### src/hw/vpu_pkg.sv
// shared constants, types and helpers for the video port unpacker link
`default_nettype none
package vpu_pkg;
    // video input format codes
    localparam logic [3:0] FMT_YUV8 = 4'h0;
    localparam logic [3:0] FMT_YUV8_SYNC = 4'h1;
    localparam logic [3:0] FMT_RGB565_HL = 4'h2;
    localparam logic [3:0] FMT_RGB565_LH = 4'h3;
    localparam logic [3:0] FMT_YUV16 = 4'h4;
    localparam logic [3:0] FMT_RGB565_W = 4'h5;
    localparam logic [3:0] FMT_RGB666_W = 4'h6;
    localparam logic [3:0] FMT_RGB666_AB = 4'h7;
    localparam logic [3:0] FMT_RGB666_BA = 4'h8;
    localparam logic [3:0] FMT_RGB666_X3 = 4'h9;
    localparam logic [3:0] FMT_RGB888_X3 = 4'ha;
    localparam logic [3:0] FMT_RESET = FMT_YUV8;
    // commands: bit 7 set means a parameter must follow
    localparam int CMD_PARAM_BIT = 7;
    localparam logic [7:0] CMD_SET_VIF_FMT = 8'h80;
    // embedded sync codes
    localparam logic [7:0] SYNC_FF = 8'hff;
    localparam logic [7:0] SYNC_00 = 8'h00;
    localparam int SYNC_H_BIT = 4;
    // colour matrix weights, scaled by 256
    localparam logic signed [17:0] K_YR = 18'sh0_0042;
    localparam logic signed [17:0] K_YG = 18'sh0_0081;
    localparam logic signed [17:0] K_YB = 18'sh0_0019;
    localparam logic signed [17:0] K_UR = 18'sh0_0026;
    localparam logic signed [17:0] K_UG = 18'sh0_004a;
    localparam logic signed [17:0] K_UB = 18'sh0_0070;
    localparam logic signed [17:0] K_VG = 18'sh0_005e;
    localparam logic signed [17:0] K_VB = 18'sh0_0012;
    localparam logic signed [17:0] K_RND = 18'sh0_0080;
    localparam logic [7:0] Y_OFS = 8'h10;
    localparam logic [7:0] C_OFS = 8'h80;
    // host register map (byte addresses)
    localparam logic [7:0] REG_CTRL = 8'h00;
    localparam logic [7:0] REG_CMD = 8'h04;
    localparam logic [7:0] REG_PARAM = 8'h08;
    localparam logic [7:0] REG_PRD = 8'h0c;
    localparam logic [7:0] REG_STAT = 8'h10;
    localparam logic [7:0] REG_PIX = 8'h14;
    localparam int CTRL_SEL_BIT = 0;
    localparam int CTRL_FMT_LSB = 4;
    localparam int CTRL_CFG_LSB = 8;
    localparam logic [11:0] CTRL_RESET = 12'h000;
    localparam int PIX_LS_BIT = 18;
    localparam int FIFO_DEPTH = 8;

    typedef enum logic [2:0] {HS_IDLE, HS_CMD, HS_PHI, HS_PLO, HS_PRD} vpu_hst_e;

    // host bus configs that move commands and parameters a byte at a time
    function automatic logic cfg_is_byte(input logic [3:0] cfg);
        cfg_is_byte = (cfg == 4'h5) || (cfg == 4'h6) || (cfg == 4'h7) || (cfg == 4'h8) ||
                      (cfg == 4'hb) || (cfg == 4'hc) || (cfg == 4'hf);
    endfunction : cfg_is_byte

    function automatic logic cfg_upper_lane(input logic [3:0] cfg);
        cfg_upper_lane = (cfg == 4'h5) || (cfg == 4'h7) || (cfg == 4'hb);
    endfunction : cfg_upper_lane

    // pins that a format uses; all others must be held low
    function automatic logic [17:0] fmt_mask(input logic [3:0] fmt);
        unique case (fmt)
            FMT_YUV16, FMT_RGB565_W, FMT_RGB666_AB, FMT_RGB666_BA: fmt_mask = 18'h0_ffff;
            FMT_RGB666_W: fmt_mask = 18'h3_ffff;
            FMT_RGB666_X3: fmt_mask = 18'h0_003f;
            default: fmt_mask = 18'h0_00ff;
        endcase
    endfunction : fmt_mask
endpackage : vpu_pkg
`default_nettype wire

### src/hw/vpu_link_if.sv
// pins between the video source / host and the display device
`default_nettype none
interface vpu_link_if;
    logic video_port_select_pin;
    logic [15:0] video_pixel_bus;
    logic extended_data_bit_hi;
    logic extended_data_bit_lo;
    logic vp_valid;
    logic vp_line_start;
    logic vp_ready;
    logic [3:0] host_bus_config_pins;
    logic cmd_param_select;
    logic hb_wr;
    logic hb_rd;
    logic [15:0] hb_wdata;
    logic [15:0] hb_rdata;
    logic hb_rdata_oe;

    modport dev (
        input video_port_select_pin, video_pixel_bus, extended_data_bit_hi, extended_data_bit_lo,
        input vp_valid, vp_line_start, host_bus_config_pins, cmd_param_select, hb_wr, hb_rd, hb_wdata,
        output vp_ready, hb_rdata, hb_rdata_oe
    );
    modport host (
        output video_port_select_pin, video_pixel_bus, extended_data_bit_hi, extended_data_bit_lo,
        output vp_valid, vp_line_start, host_bus_config_pins, cmd_param_select, hb_wr, hb_rd, hb_wdata,
        input vp_ready, hb_rdata, hb_rdata_oe
    );
endinterface : vpu_link_if
`default_nettype wire

### src/hw/vpu_dev_end.sv
// device end: video port unpacker, colour matrix and command decoder
`default_nettype none
module vpu_dev_end (
    input wire logic pclk,
    input wire logic presetn,
    vpu_link_if.dev link,
    output logic pix_valid,
    input wire logic pix_ready,
    output logic [16:0] pix_data,
    output logic [3:0] video_format,
    output logic cmd_exec,
    output logic cmd_cancel,
    output logic [7:0] cmd_code,
    output logic [15:0] cmd_param
);
    logic [3:0] fmt_q;
    logic [1:0] cnt_q;
    logic [17:0] h0_q;
    logic [17:0] h1_q;
    logic [1:0] sync_q;
    logic active_q;
    logic cflag_q;
    logic out_valid_q;
    logic [16:0] out_q;
    logic pend_q;
    logic half_q;
    logic [7:0] code_q;
    logic [7:0] hi_q;
    logic exec_q;
    logic cancel_q;
    logic [15:0] param_q;
    logic [15:0] rdata_q;

    // the video port data pins are input only; of the video port pins only vp_ready is driven here
    wire logic [17:0] d = {link.extended_data_bit_hi, link.extended_data_bit_lo, link.video_pixel_bus};
    wire logic [7:0] lo_byte = d[7:0];
    wire logic fmt_legal = fmt_q <= vpu_pkg::FMT_RGB888_X3;
    wire logic vp_ready_w = !out_valid_q || pix_ready;
    wire logic take = link.vp_valid && vp_ready_w && link.video_port_select_pin && fmt_legal;
    wire logic sync_fmt = fmt_q == vpu_pkg::FMT_YUV8_SYNC;
    wire logic in_sync = sync_fmt && (sync_q != 2'h0 || lo_byte == vpu_pkg::SYNC_FF);
    wire logic pix_take = take && !in_sync && (!sync_fmt || active_q);
    wire logic sync_take = take && in_sync;
    wire logic [1:0] cur_cnt = link.vp_line_start ? 2'h0 : cnt_q;
    wire logic cur_flag = link.vp_line_start ? 1'b0 : cflag_q;
    logic [1:0] last_cnt;
    wire logic final_xfer = pix_take && (cur_cnt == last_cnt);

    assign link.vp_ready = vp_ready_w;
    assign pix_valid = out_valid_q;
    assign pix_data = out_q;
    assign video_format = fmt_q;
    assign cmd_exec = exec_q;
    assign cmd_cancel = cancel_q;
    assign cmd_code = code_q;
    assign cmd_param = param_q;

    function automatic logic [7:0] ex5(input logic [4:0] x);
        ex5 = {x, x[4:2]};
    endfunction : ex5

    function automatic logic [7:0] ex6(input logic [5:0] x);
        ex6 = {x, x[5:4]};
    endfunction : ex6

    // index of the last transfer of a pixel for each packing
    always_comb
    begin
        unique case (fmt_q)
            vpu_pkg::FMT_YUV16, vpu_pkg::FMT_RGB565_W, vpu_pkg::FMT_RGB666_W: last_cnt = 2'h0;
            vpu_pkg::FMT_RGB666_X3, vpu_pkg::FMT_RGB888_X3: last_cnt = 2'h2;
            default: last_cnt = 2'h1;
        endcase
    end

    logic is_rgb;
    logic [7:0] r8;
    logic [7:0] g8;
    logic [7:0] b8;
    logic [7:0] y_in;
    logic [7:0] c_in;

    // unpack the final transfer together with the held earlier ones
    always_comb
    begin
        is_rgb = 1'b1;
        r8 = 8'h00;
        g8 = 8'h00;
        b8 = 8'h00;
        y_in = 8'h00;
        c_in = 8'h00;
        unique case (fmt_q)
            vpu_pkg::FMT_YUV8, vpu_pkg::FMT_YUV8_SYNC:
            begin
                is_rgb = 1'b0;
                y_in = d[7:0];
                c_in = h0_q[7:0];
            end
            vpu_pkg::FMT_YUV16:
            begin
                is_rgb = 1'b0;
                y_in = d[15:8];
                c_in = d[7:0];
            end
            vpu_pkg::FMT_RGB565_HL:
            begin
                r8 = ex5(h0_q[7:3]);
                g8 = ex6({h0_q[2:0], d[7:5]});
                b8 = ex5(d[4:0]);
            end
            vpu_pkg::FMT_RGB565_LH:
            begin
                r8 = ex5(d[7:3]);
                g8 = ex6({d[2:0], h0_q[7:5]});
                b8 = ex5(h0_q[4:0]);
            end
            vpu_pkg::FMT_RGB565_W:
            begin
                r8 = ex5(d[15:11]);
                g8 = ex6(d[10:5]);
                b8 = ex5(d[4:0]);
            end
            vpu_pkg::FMT_RGB666_W:
            begin
                r8 = ex6(d[17:12]);
                g8 = ex6(d[11:6]);
                b8 = ex6(d[5:0]);
            end
            vpu_pkg::FMT_RGB666_AB:
            begin
                r8 = ex6(h0_q[15:10]);
                g8 = ex6(h0_q[9:4]);
                b8 = ex6({h0_q[3:0], d[15:14]});
            end
            vpu_pkg::FMT_RGB666_BA:
            begin
                r8 = ex6({h0_q[15:14], d[15:12]});
                g8 = ex6(d[11:6]);
                b8 = ex6(d[5:0]);
            end
            vpu_pkg::FMT_RGB666_X3:
            begin
                r8 = ex6(h0_q[5:0]);
                g8 = ex6(h1_q[5:0]);
                b8 = ex6(d[5:0]);
            end
            vpu_pkg::FMT_RGB888_X3:
            begin
                r8 = h0_q[7:0];
                g8 = h1_q[7:0];
                b8 = d[7:0];
            end
            default:
            begin
                is_rgb = 1'b0;
            end
        endcase
    end

    // fixed-point matrix; chroma is subsampled by alternating U and V per pixel
    wire logic signed [17:0] rs = $signed({10'h000, r8});
    wire logic signed [17:0] gs = $signed({10'h000, g8});
    wire logic signed [17:0] bs = $signed({10'h000, b8});
    wire logic signed [17:0] y_sum = vpu_pkg::K_YR * rs + vpu_pkg::K_YG * gs + vpu_pkg::K_YB * bs + vpu_pkg::K_RND;
    wire logic signed [17:0] u_sum = vpu_pkg::K_UB * bs - vpu_pkg::K_UR * rs - vpu_pkg::K_UG * gs + vpu_pkg::K_RND;
    wire logic signed [17:0] v_sum = vpu_pkg::K_UB * rs - vpu_pkg::K_VG * gs - vpu_pkg::K_VB * bs + vpu_pkg::K_RND;
    wire logic [7:0] y_rgb = y_sum[15:8] + vpu_pkg::Y_OFS;
    wire logic [7:0] c_rgb = (cur_flag ? v_sum[15:8] : u_sum[15:8]) + vpu_pkg::C_OFS;
    wire logic [7:0] y_out = is_rgb ? y_rgb : y_in;
    wire logic [7:0] c_out = is_rgb ? c_rgb : c_in;

    // transfer counter and holding registers
    always_ff @(posedge pclk or negedge presetn)
    begin
        if (!presetn)
        begin
            cnt_q <= 2'h0;
            h0_q <= 18'h0_0000;
            h1_q <= 18'h0_0000;
            cflag_q <= 1'b0;
        end
        else if (exec_q && code_q == vpu_pkg::CMD_SET_VIF_FMT)
        begin
            cnt_q <= 2'h0;
            cflag_q <= 1'b0;
        end
        else if (sync_take && sync_q == 2'h3)
        begin
            cnt_q <= 2'h0;
            cflag_q <= 1'b0;
        end
        else if (pix_take)
        begin
            cnt_q <= final_xfer ? 2'h0 : cur_cnt + 2'h1;
            cflag_q <= final_xfer ? !cur_flag : cur_flag;
            if (cur_cnt == 2'h0)
                h0_q <= d;
            if (cur_cnt == 2'h1)
                h1_q <= d;
        end
    end

    // embedded sync: FF 00 00 then a status byte whose H bit marks line end/start
    always_ff @(posedge pclk or negedge presetn)
    begin
        if (!presetn)
        begin
            sync_q <= 2'h0;
            active_q <= 1'b0;
        end
        else if (sync_take)
        begin
            unique case (sync_q)
                2'h0: sync_q <= 2'h1;
                2'h1: sync_q <= (lo_byte == vpu_pkg::SYNC_00) ? 2'h2 : {1'b0, lo_byte == vpu_pkg::SYNC_FF};
                2'h2: sync_q <= (lo_byte == vpu_pkg::SYNC_00) ? 2'h3 : 2'h0;
                2'h3:
                begin
                    sync_q <= 2'h0;
                    active_q <= !lo_byte[vpu_pkg::SYNC_H_BIT];
                end
            endcase
        end
    end

    // output stage holds a pixel until the consumer takes it
    always_ff @(posedge pclk or negedge presetn)
    begin
        if (!presetn)
        begin
            out_valid_q <= 1'b0;
            out_q <= 17'h0_0000;
        end
        else if (final_xfer)
        begin
            out_valid_q <= 1'b1;
            out_q <= {cur_flag, y_out, c_out};
        end
        else if (pix_ready)
        begin
            out_valid_q <= 1'b0;
        end
    end

    // command decoder
    wire logic is_byte = vpu_pkg::cfg_is_byte(link.host_bus_config_pins);
    wire logic upper = vpu_pkg::cfg_upper_lane(link.host_bus_config_pins);
    wire logic [7:0] lane = upper ? link.hb_wdata[15:8] : link.hb_wdata[7:0];
    wire logic cmd_wr = link.hb_wr && !link.cmd_param_select;
    wire logic par_wr = link.hb_wr && link.cmd_param_select && pend_q;
    wire logic needs_par = lane[vpu_pkg::CMD_PARAM_BIT];
    wire logic par_done = par_wr && (!is_byte || half_q);
    wire logic [15:0] par_word = is_byte ? {hi_q, lane} : link.hb_wdata;

    always_ff @(posedge pclk or negedge presetn)
    begin
        if (!presetn)
        begin
            pend_q <= 1'b0;
            half_q <= 1'b0;
            code_q <= 8'h00;
            hi_q <= 8'h00;
            exec_q <= 1'b0;
            cancel_q <= 1'b0;
            param_q <= 16'h0000;
        end
        else
        begin
            exec_q <= (cmd_wr && !needs_par) || par_done;
            cancel_q <= cmd_wr && pend_q;
            if (cmd_wr)
            begin
                code_q <= lane;
                pend_q <= needs_par;
                half_q <= 1'b0;
            end
            else if (par_done)
            begin
                param_q <= par_word;
                pend_q <= 1'b0;
                half_q <= 1'b0;
            end
            else if (par_wr)
            begin
                hi_q <= lane;
                half_q <= 1'b1;
            end
        end
    end

    always_ff @(posedge pclk or negedge presetn)
    begin
        if (!presetn)
            fmt_q <= vpu_pkg::FMT_RESET;
        else if (exec_q && code_q == vpu_pkg::CMD_SET_VIF_FMT)
            fmt_q <= param_q[3:0];
    end

    // status byte on both lanes so either lane choice reads it
    wire logic [7:0] stat = {pend_q, half_q, 2'b00, fmt_q};

    always_ff @(posedge pclk or negedge presetn)
    begin
        if (!presetn)
            rdata_q <= 16'h0000;
        else
            rdata_q <= {stat, stat};
    end

    assign link.hb_rdata = rdata_q;
    assign link.hb_rdata_oe = link.hb_rd && link.cmd_param_select;
endmodule : vpu_dev_end
`default_nettype wire

### src/flat_wrapper.sv
// flat-port wrapper written by rule: the top's interface ports become plain ports
module vpu_dev_end_flat 
  (pclk, presetn, pix_valid, pix_ready, pix_data, video_format, cmd_exec, cmd_cancel, cmd_code, cmd_param, link_video_port_select_pin, link_video_pixel_bus, link_extended_data_bit_hi, link_extended_data_bit_lo, link_vp_valid, link_vp_line_start, link_host_bus_config_pins, link_cmd_param_select, link_hb_wr, link_hb_rd, link_hb_wdata, link_vp_ready, link_hb_rdata, link_hb_rdata_oe);
  vpu_link_if link_i ();
  input wire logic pclk;
  input wire logic presetn;
  output logic pix_valid;
  input wire logic pix_ready;
  output logic [16:0] pix_data;
  output logic [3:0] video_format;
  output logic cmd_exec;
  output logic cmd_cancel;
  output logic [7:0] cmd_code;
  output logic [15:0] cmd_param;
  input wire logic [$bits(link_i.video_port_select_pin)-1:0] link_video_port_select_pin;
  input wire logic [$bits(link_i.video_pixel_bus)-1:0] link_video_pixel_bus;
  input wire logic [$bits(link_i.extended_data_bit_hi)-1:0] link_extended_data_bit_hi;
  input wire logic [$bits(link_i.extended_data_bit_lo)-1:0] link_extended_data_bit_lo;
  input wire logic [$bits(link_i.vp_valid)-1:0] link_vp_valid;
  input wire logic [$bits(link_i.vp_line_start)-1:0] link_vp_line_start;
  input wire logic [$bits(link_i.host_bus_config_pins)-1:0] link_host_bus_config_pins;
  input wire logic [$bits(link_i.cmd_param_select)-1:0] link_cmd_param_select;
  input wire logic [$bits(link_i.hb_wr)-1:0] link_hb_wr;
  input wire logic [$bits(link_i.hb_rd)-1:0] link_hb_rd;
  input wire logic [$bits(link_i.hb_wdata)-1:0] link_hb_wdata;
  output wire logic [$bits(link_i.vp_ready)-1:0] link_vp_ready;
  output wire logic [$bits(link_i.hb_rdata)-1:0] link_hb_rdata;
  output wire logic [$bits(link_i.hb_rdata_oe)-1:0] link_hb_rdata_oe;
  assign link_i.video_port_select_pin = link_video_port_select_pin;
  assign link_i.video_pixel_bus = link_video_pixel_bus;
  assign link_i.extended_data_bit_hi = link_extended_data_bit_hi;
  assign link_i.extended_data_bit_lo = link_extended_data_bit_lo;
  assign link_i.vp_valid = link_vp_valid;
  assign link_i.vp_line_start = link_vp_line_start;
  assign link_i.host_bus_config_pins = link_host_bus_config_pins;
  assign link_i.cmd_param_select = link_cmd_param_select;
  assign link_i.hb_wr = link_hb_wr;
  assign link_i.hb_rd = link_hb_rd;
  assign link_i.hb_wdata = link_hb_wdata;
  assign link_vp_ready = link_i.vp_ready;
  assign link_hb_rdata = link_i.hb_rdata;
  assign link_hb_rdata_oe = link_i.hb_rdata_oe;
  vpu_dev_end u_core (.pclk(pclk), .presetn(presetn), .link(link_i), .pix_valid(pix_valid), .pix_ready(pix_ready), .pix_data(pix_data), .video_format(video_format), .cmd_exec(cmd_exec), .cmd_cancel(cmd_cancel), .cmd_code(cmd_code), .cmd_param(cmd_param));
endmodule
### config.mk
export PLATFORM = sky130hd
export DESIGN_NAME = vpu_dev_end_flat
export DESIGN_NICKNAME = d
export VERILOG_FILES = /design/src/hw/vpu_pkg.sv /design/src/hw/vpu_link_if.sv /design/src/hw/vpu_dev_end.sv /design/src/flat_wrapper.sv
export SDC_FILE = /design/constraint.sdc
export NUM_CORES = 1
export LEC_CHECK = 0
export CAP_MARGIN = 5
export CORE_MARGIN = 5
export CORE_UTILIZATION = 46
export DETAILED_ROUTE_END_ITERATION = 7
export DONT_BUFFER_PORTS = 1
export SETUP_SLACK_MARGIN = 0.2
export SYNTH_ARGS = -nofsm -noshare
export SYNTH_HDL_FRONTEND = slang
export SYNTH_SLANG_ARGS = --single-unit
### constraint.sdc
create_clock -name pclk -period 11.19 [get_ports pclk]
set_input_delay 0.5595 -clock pclk [delete_from_list [all_inputs] [get_ports pclk]]
set_output_delay 0.5595 -clock pclk [all_outputs]
set_load 0.005 [all_outputs]
# Word-level counts from Yosys, hierarchy flattened
# Index checks and enable logic that the tools add are counted.
# op_classes
n_mux,32
reduce_logical,59
eq_ne,24
add_sub_neg,12
magnitude_cmp,1
bitwise_logic,4
n_mul,9
# op_table
operator,n
case mux 8 bit (8 select lines),1
subtractor 16 bit,4
case mux 8 bit (7 select lines),1
adder 16 x 9 -> 16 bit (second input constant),3
multiplier 6 x 8 -> 14 bit (first input constant),3
case mux 8 bit (5 select lines),1
adder 16 bit,2
2-to-1 mux 8 bit,4
case mux 8 bit (2 select lines),2
equality test 4 x 3 -> 1 bit (second input constant),7
equality test 4 bit (second input constant),7
multiplier 5 x 8 -> 13 bit (first input constant),2
multiplier 3 x 8 -> 11 bit (first input constant),2
logical AND 1 bit,17
equality test 8 bit (second input constant),2
multiplier 8 x 8 -> 16 bit (first input constant),1
2-to-1 mux 16 bit,1
2-to-1 mux 2 bit,7
logical OR 1 bit,13
2-to-1 mux 1 bit,13
multiplier 4 x 8 -> 12 bit (first input constant),1
adder 8 x 5 -> 8 bit (second input constant),1
adder 8 bit (second input constant),1
equality test 4 x 2 -> 1 bit (second input constant),2
other kinds (21),43
# totals
output_inout_bits,66
inputBits,47
regBits,100

# Longest topological paths before layout
# Gate-level depths: netlist of the first run.
# logic_depth
word_depth,12
mapped_depth,39

# Least setup slack after synthesis of the first run
# No wires, ideal clock.
# synth_timing
kind,register -> register
startpoint,"register u_core.fmt_q[3], in the netlist u_core.video_format[3]"
endpoint,"register u_core.out_q[14], in the netlist u_core.pix_data[14]"
stages_incl_launch_ff,37
setup_slack_ns,3.095
period_less_slack_ns,8.095
n_path_buf,3
arrival_time_ns,7.958
path_cell_list,dfrtp_1 buf_4 clkbuf_1 nand2b_1 nor3_1 clkbuf_1 a22oi_1 nand2_1 a221oi_1 inv_1 ha_1 ha_1 fa_1 ha_1 a21oi_1 nor2_1 nor2_1 xnor2_1 ha_1 ha_1 ha_1 inv_1 fa_1 inv_1 ha_1 ha_1 a21o_1 a21oi_1 nand2_1 a221o_1 a211oi_1 nor2_1 ha_1 xnor2_1 xnor2_1 a222oi_1 a21oi_1
# synth_between
elab_chain_len,9
elab_cells_between_ends,42
classes_between,add/sub (4); mul (3); order compare (1); eq/ne (11); mux (7); reduce/logical (16)
# synth_lines
element,line_no,rtl
from (decl),vpu_dev_end.sv:16,logic [3:0] fmt_q;
from (signal assigned),vpu_dev_end.sv:294,fmt_q <= vpu_pkg::FMT_RESET;
from (signal assigned),vpu_dev_end.sv:296,fmt_q <= param_q[3:0];
equality test 4 x 3 -> 1 bit / equality test 4 bit (equally long branches),"vpu_dev_end.sv:69, vpu_dev_end.sv:92",
OR reduction 2 bit (no source line),-,
case mux 8 bit (7 select lines),vpu_dev_end.sv:92,unique case (fmt_q)
multiplier 8 x 8 -> 16 bit,vpu_dev_end.sv:164,wire logic signed [17:0] y_sum = vpu_pkg::K_YR * rs + vpu_pkg::K_YG * gs + vpu_pkg::K_YB * bs + vpu_pkg::K_RND ...
adder 16 bit (2 in a row),vpu_dev_end.sv:164,
adder 16 x 9 -> 16 bit,vpu_dev_end.sv:164,
adder 8 x 5 -> 8 bit,vpu_dev_end.sv:167,wire logic [7:0] y_rgb = y_sum[15:8] + vpu_pkg::Y_OFS;
2-to-1 mux 8 bit,vpu_dev_end.sv:169,wire logic [7:0] y_out = is_rgb ? y_rgb : y_in;
to (signal assigned),vpu_dev_end.sv:237,"out_q <= {cur_flag, y_out, c_out};"
to (decl),vpu_dev_end.sv:24,logic [16:0] out_q;
# Several ways; a longest one is shown, not always the timed one.
# A chain may end at the register's enable or synchronous reset.

# Worst setup path in the final report of the first run
# layout_timing
startpoint,"register u_core.fmt_q[1], in the netlist u_core.video_format[1]"
endpoint,"register u_core.out_q[14], in the netlist u_core.pix_data[14]"
# Same word-level chain as after synthesis.

==> results.sh, run 1 <==
export IMPL_area_delta_synth_final_pct=5.386
export IMPL_grt_start_max_net_pins=95
export IMPL_clock_sinks=94
export IMPL_fmax_mhz=107.8
export IMPL_cp_depth=33
export IMPL_yosysUniqueCellTypes=70
export IMPL_rsz0062_at_grt="false"
export IMPL_skew_ns=0.01036
export IMPL_routedWlPerCell_um=19.23
export IMPL_finalHoldViolations=0
export IMPL_ys_ff_latch=94
export IMPL_grt_usage=0.2141
export IMPL_path_class="flop to flop"
export IMPL_rows=60
export IMPL_clock_latency_ns=0.36
export IMPL_fillers=2574
export IMPL_cts_max_level=3
export IMPL_status="finished, final reports clean"
export IMPL_vias=9522
export IMPL_crit_slowest_cell="a221oi_1"
export IMPL_multiInputGateArea_um2=8940
export IMPL_startpoint_type="flop"
export IMPL_syn_area_per_cell_um2=9.142
export IMPL_worst_pin_slew_ns=1.086
export IMPL_drt_wl_total_mm=32.36
export IMPL_crit_path_end="u_core.pix_data[14]$_DFFE_PN0P_"
export IMPL_synth_ff_type="dfrtp_1"
export IMPL_fin_setup_tns_ns=0
export IMPL_dr_pass1_iters=8
export IMPL_setup_viol=0
export IMPL_layout_common_cells="inv_1 (234), ha_1 (234), nand2_1 (94), dfrtp_1 (94), fa_1 (80)"
export IMPL_post_cts_buffers=0
export IMPL_hpwl_mm=26.51
export IMPL_fin_util=0.4892
export IMPL_crit_required_ns=11.41
export IMPL_seq_area_frac_synth=0.1896
export IMPL_post_route_period_util=0.8287
export IMPL_min_period_ns=9.274
export IMPL_place_area_um2=12730
export IMPL_regToRegStartpoint="u_core.video_format[1]$_DFFE_PN0P_"
export IMPL_ios=113
export IMPL_vias_per_cell=5.658
export IMPL_max_slew_margin_rel=0.2721
export IMPL_die_h_um=174.2
export IMPL_syn_inst=1357
export IMPL_antenna_found_initial=0
export IMPL_yosys_warnings=0
export IMPL_arrival_ns=9.49
export IMPL_hp_class="input pin to asynchronous set/reset pin"
export IMPL_drtIter0Drc=637
export IMPL_drc_errors=0
export IMPL_worstPathMaxFanout=22
export IMPL_rr_endpoint="u_core.pix_data[14]$_DFFE_PN0P_"
export IMPL_numCtsBuffers=9
export IMPL_cts_root_buf="clkbuf_16"
export IMPL_layout_drive_gt1_share=0.05738
export IMPL_synthesis_area_um2=12410
export IMPL_crit_path_frequent_cell="ha_1"
export IMPL_cts_resized=0
export IMPL_nets=1698
export IMPL_antenna_cells=0
export IMPL_core_um2=26730
export IMPL_initial_core_util=0.4642
export IMPL_gp_congestion=0.9153
export IMPL_endpoint_kind="flop"
export IMPL_fp_dieW_um=174.2
export IMPL_ff_latch_area_um2=2352
export IMPL_portBuffers=0
export IMPL_grt_pass1_vias=9567
export IMPL_cp_slowest_stage_delay_ns=0.83
export IMPL_ant_nets=0
export IMPL_crit_start="u_core.video_format[1]$_DFFE_PN0P_"
export IMPL_synthArstFlopShare=1.000
export IMPL_cap_violations=0
export IMPL_cts_tree="done"
export IMPL_critical_path_top_delay_family="adder cells"
export IMPL_clk_pin_slew_ns=0.08
export IMPL_r2r_slack_ns=1.92
export IMPL_finish_instance_area_um2=13070
export IMPL_reg2reg_depth=33
export IMPL_grt_pass1_wl_mm=51.61
export IMPL_overflow=0
export IMPL_cts_buffer_depth=2
export IMPL_synth_edf_count=0
export IMPL_slew_violations=0
export IMPL_cp_buffers_inverters=4
export IMPL_die_area_um2=30350
## what timing repair did
action | CTS | global route
hold endpoints to repair | 94 | 0
hold buffers | 1 | 0
setup endpoints to repair | 0 | 0
## cells in the mapped netlist (17+ instances only)
master,instances,share of area
nand2_1,94,0.028
a22oi_1,17,0.010
inv_1,234,0.071
dfrtp_1,94,0.19
ha_1,234,0.24
fa_1,80,0.13
clkbuf_1,31,0.0094
mux2_2,29,0.026
o21bai_1,23,0.014
o21ai_0,63,0.025
xor2_1,25,0.018
nor2_1,45,0.014
xnor2_1,52,0.037
nor2b_1,17,0.0086
mux2i_1,19,0.015
a21o_1,17,0.010
a21oi_1,75,0.030
## per-layer routing
layer,vias up,wire length (um),GRT usage
met2,250,15760,0.3663
met5,-,0,0.003205
met3,47,1795,0.04154
met1,4623,14000,0.2781
li1,4602,-,-
met4,0,796,0.05543
## worst reg2reg max path, delay by kind of cell, from the launching register on
family | cells | cell delay [ns]
AOI/OAI and AO/OA | 9 | 2.62
xor gates and xnor gates | 3 | 0.44
adders and majority gates | 10 | 3.59
buffers and inverters | 4 | 0.58
DFF | 1 | 0.82
and+or+nand+nor | 7 | 1.07
## how the worst min path moves through the flow
stage,slack [ns],endpoint,startpoint,cells past startpoint
after floorplan,0.26,u_core.active_q$_DFFE_PN0P_,presetn,0
after global placement,0.27,u_core.cflag_q$_DFFE_PN0P_,presetn,0
after detailed placement,0.27,u_core.cnt_q[1]$_DFFE_PN0P_,presetn,0
after CTS,0.12,u_core.pix_data[16]$_DFFE_PN0P_,presetn,1
after global routing,0.14,u_core.h0_q[3]$_DFFE_PN0P_,presetn,1
final,0.10,u_core.pix_data[16]$_DFFE_PN0P_,presetn,1
## cell families after synthesis
logic type / share of synthesized area
adder cells (fa/ha/maj): 0.3651
flip-flops: 0.1896
AO/OA/AOI/OAI: 0.1637
XOR/XNOR: 0.05436
buffers and inverters: 0.09228
other: 0.0003023
AND/OR/NAND/NOR: 0.09118
multiplexers: 0.04347
## state kept, by name, indices dropped and copies added, names as in the netlist, 2 cells and up
register and count:
u_core.cmd_code 8, u_core.cmd_param 16, u_core.cnt_q 2, u_core.h0_q 16
u_core.h1_q 8, u_core.hi_q 8, u_core.link.hb_rdata 6, u_core.pix_data 17
u_core.sync_q 2, u_core.video_format 4
## cell type report
class                   count  share of cell area
repair buffers             18             0.01187
flip-flops and latches     94              0.1799
clock inverters             7            0.007082
clock buffers               9             0.01723
multi-input cells         979              0.6838
inverters                 235             0.06747
well taps                 341             0.03263
## per-stage QoR
stage	hold slack [ns]	worst slack, ns	cells
2_1_floorplan	0.2639	3.095	1360
3_3_place_gp	0.2664	2.343	1666
3_5_place_dp	0.2668	2.057	1666
4_1_cts	0.1249	1.909	1683
5_1_grt	0.1435	1.229	1683
6_report	0.1012	1.916	1683
Power of run 1 is not shown: default switching activity piles up to over one toggle a cycle in this logic, so the estimate is an artifact.
==> run 2: changes to the inputs <==
==> constraint.sdc (replaced) <==
create_clock -name pclk -period 8.8 [get_ports pclk]
set_input_delay 0.44 -clock pclk [delete_from_list [all_inputs] [get_ports pclk]]
set_output_delay 0.44 -clock pclk [all_outputs]
set_load 0.005 [all_outputs]
==> run 2 against run 1 <==
Compared with the run above:
- global-route usage is 0.43 points higher
- via count grew 0.68%
- hold slack worse by 0.089 ns
- clock-buffer cell count unchanged
- cell count grew 0.95%
- critical path depth rose by 1
- first-iteration DRC count grew 14%
- setup slack worse by 1.2 ns
- critical endpoint unchanged
==> results.sh, run 2 (same netlist as run 1, synthesis figures left out) <==
export IMPL_final_common_cell="ha_1"
export IMPL_initial_core_util=0.4642
export IMPL_place_area_um2=12830
export IMPL_vias=9587
export IMPL_die_area_um2=30350
export IMPL_layout_common_cells="ha_1 (234), inv_1 (233), nand2_1 (94)"
export IMPL_fp_dieW_um=174.2
export IMPL_grt_start_max_net_pins=95
export IMPL_setup_ws_ns=0.7451
export IMPL_rows=60
export IMPL_skew_ns=0.01244
export IMPL_crit_required_ns=8.98
export IMPL_cap_violations=0
export IMPL_drc_errors=0
export IMPL_cts_max_level=3
export IMPL_worst_pin_slew_ns=1.182
export IMPL_regToRegStartpoint="u_core.video_format[2]$_DFFE_PN0P_"
export IMPL_vias_per_cell=5.643
export IMPL_clk_pin_slew_ns=0.07
export IMPL_drt_wl_total_mm=33.34
export IMPL_critical_path_top_delay_family="adder cells"
export IMPL_fillers=2577
export IMPL_crit_path_frequent_cell="ha_1"
export IMPL_overflow=0
export IMPL_area_delta_synth_final_pct=6.636
export IMPL_layout_drive_gt1_share=0.07806
export IMPL_finalHoldViolations=0
export IMPL_cts_tree="done"
export IMPL_preCtsSetupSlack_ns=0.1083
export IMPL_cts_root_buf="clkbuf_16"
export IMPL_cts_buffer_depth=2
export IMPL_r2r_slack_ns=0.75
export IMPL_hold_ws_ns=0.01172
export IMPL_die_h_um=174.2
export IMPL_grt_pass1_wl_mm=52.54
export IMPL_cp_slowest_stage_delay_ns=0.53
export IMPL_dr_pass1_iters=7
export IMPL_core_um2=26730
export IMPL_endpoint_kind="flop"
export IMPL_hpwl_mm=27.30
export IMPL_portBuffers=0
export IMPL_slew_violations=0
export IMPL_worstPathMaxFanout=9
export IMPL_ant_nets=0
export IMPL_max_slew_margin_rel=0.2082
export IMPL_gp_congestion=0.9605
export IMPL_numCtsBuffers=9
export IMPL_fmax_mhz=124.1
export IMPL_min_period_ns=8.055
export IMPL_hp_class="input pin to asynchronous set/reset pin"
export IMPL_startpoint_type="flop"
export IMPL_routedWlPerCell_um=19.62
export IMPL_drtIter0Drc=723
export IMPL_ios=113
export IMPL_status="finished, final reports clean"
export IMPL_reg2reg_depth=34
export IMPL_fin_setup_tns_ns=0
export IMPL_crit_slowest_cell="fa_1"
export IMPL_cp_buffers_inverters=3
export IMPL_clock_sinks=94
export IMPL_path_class="flop to flop"
export IMPL_antenna_cells=0
export IMPL_nets=1714
export IMPL_arrival_ns=8.23
export IMPL_setup_viol=0
export IMPL_grt_usage=0.2183
export IMPL_finish_instance_area_um2=13230
export IMPL_post_route_period_util=0.9153
export IMPL_largest_register_ffs=17
export IMPL_grt_pass1_vias=9607
export IMPL_clock_latency_ns=0.35
export IMPL_rr_endpoint="u_core.pix_data[14]$_DFFE_PN0P_"
export IMPL_antenna_found_initial=0
export IMPL_rsz0062_at_grt="false"
-- run 2: cell types whose count changed in the layout (fill, tap and decap cells not counted), sizes merged --
cell / delta
clkinv: +1
clkinvlp: -2
buf: +15
inv: +2
clkbuf: +1
bufinv: -1
-- run 2: through the flow --
stage	std cells	util
after global placement	1679	0.4799
after detailed placement	1679	0.4799
after floorplan	1360	-
after CTS	1696	0.4919
final	1699	0.4950
after global routing	1699	0.4950
-- run 2: worst reg2reg max path, delay by kind of cell, from the launching register on --
kind | cells | cell delay [ns]
adder cells (fa/ha/maj) | 10 | 3.07
XOR/XNOR | 3 | 0.44
AO/OA/AOI/OAI | 13 | 2.88
flip-flops | 1 | 0.51
buffers and inverters | 3 | 0.25
AND/OR/NAND/NOR | 5 | 0.77
-- run 2: worst max path at each step --
stage,cells after the start,start,to,slack (ns)
after floorplan,36,u_core.video_format[3]$_DFFE_PN0P_,u_core.pix_data[14]$_DFFE_PN0P_,0.70
after global placement,32,u_core.video_format[2]$_DFFE_PN0P_,u_core.pix_data[14]$_DFFE_PN0P_,0.30
after detailed placement,32,u_core.video_format[2]$_DFFE_PN0P_,u_core.pix_data[14]$_DFFE_PN0P_,0.11
after CTS,32,u_core.video_format[2]$_DFFE_PN0P_,u_core.pix_data[14]$_DFFE_PN0P_,0.30
after global routing,34,u_core.video_format[2]$_DFFE_PN0P_,u_core.pix_data[14]$_DFFE_PN0P_,0.22
final,34,u_core.video_format[2]$_DFFE_PN0P_,u_core.pix_data[14]$_DFFE_PN0P_,0.75
-- run 2: cell type report --
cell class / count / area (um2) / share of cell area
multi-input combinational: 979 / 9004 / 0.6806
sequential: 94 / 2356 / 0.1781
inverter: 235 / 882.1 / 0.06668
tap: 341 / 426.7 / 0.03225
timing repair buffer: 34 / 272.8 / 0.02062
clock buffer: 9 / 225.2 / 0.01702
clock inverter: 7 / 62.56 / 0.004729
-- run 2: timing repair --
action,4_1_cts,5_1_grt
setup buffers,0,2
gates resized for setup,1,16
setup endpoints to repair,1,5
pin swaps,0,1
endpoints found under the hold margin,94,0
hold buffers,1,0
-- run 2: per-layer routing --
metal	track usage	vias up	routed length, um
li1	-	4619	-
met1	0.2909	4620	14450
met2	0.3572	286	15690
met3	0.04176	62	2197
met4	0.07390	0	998
met5	0	-	0
Power of run 2 is left out for the same reason.
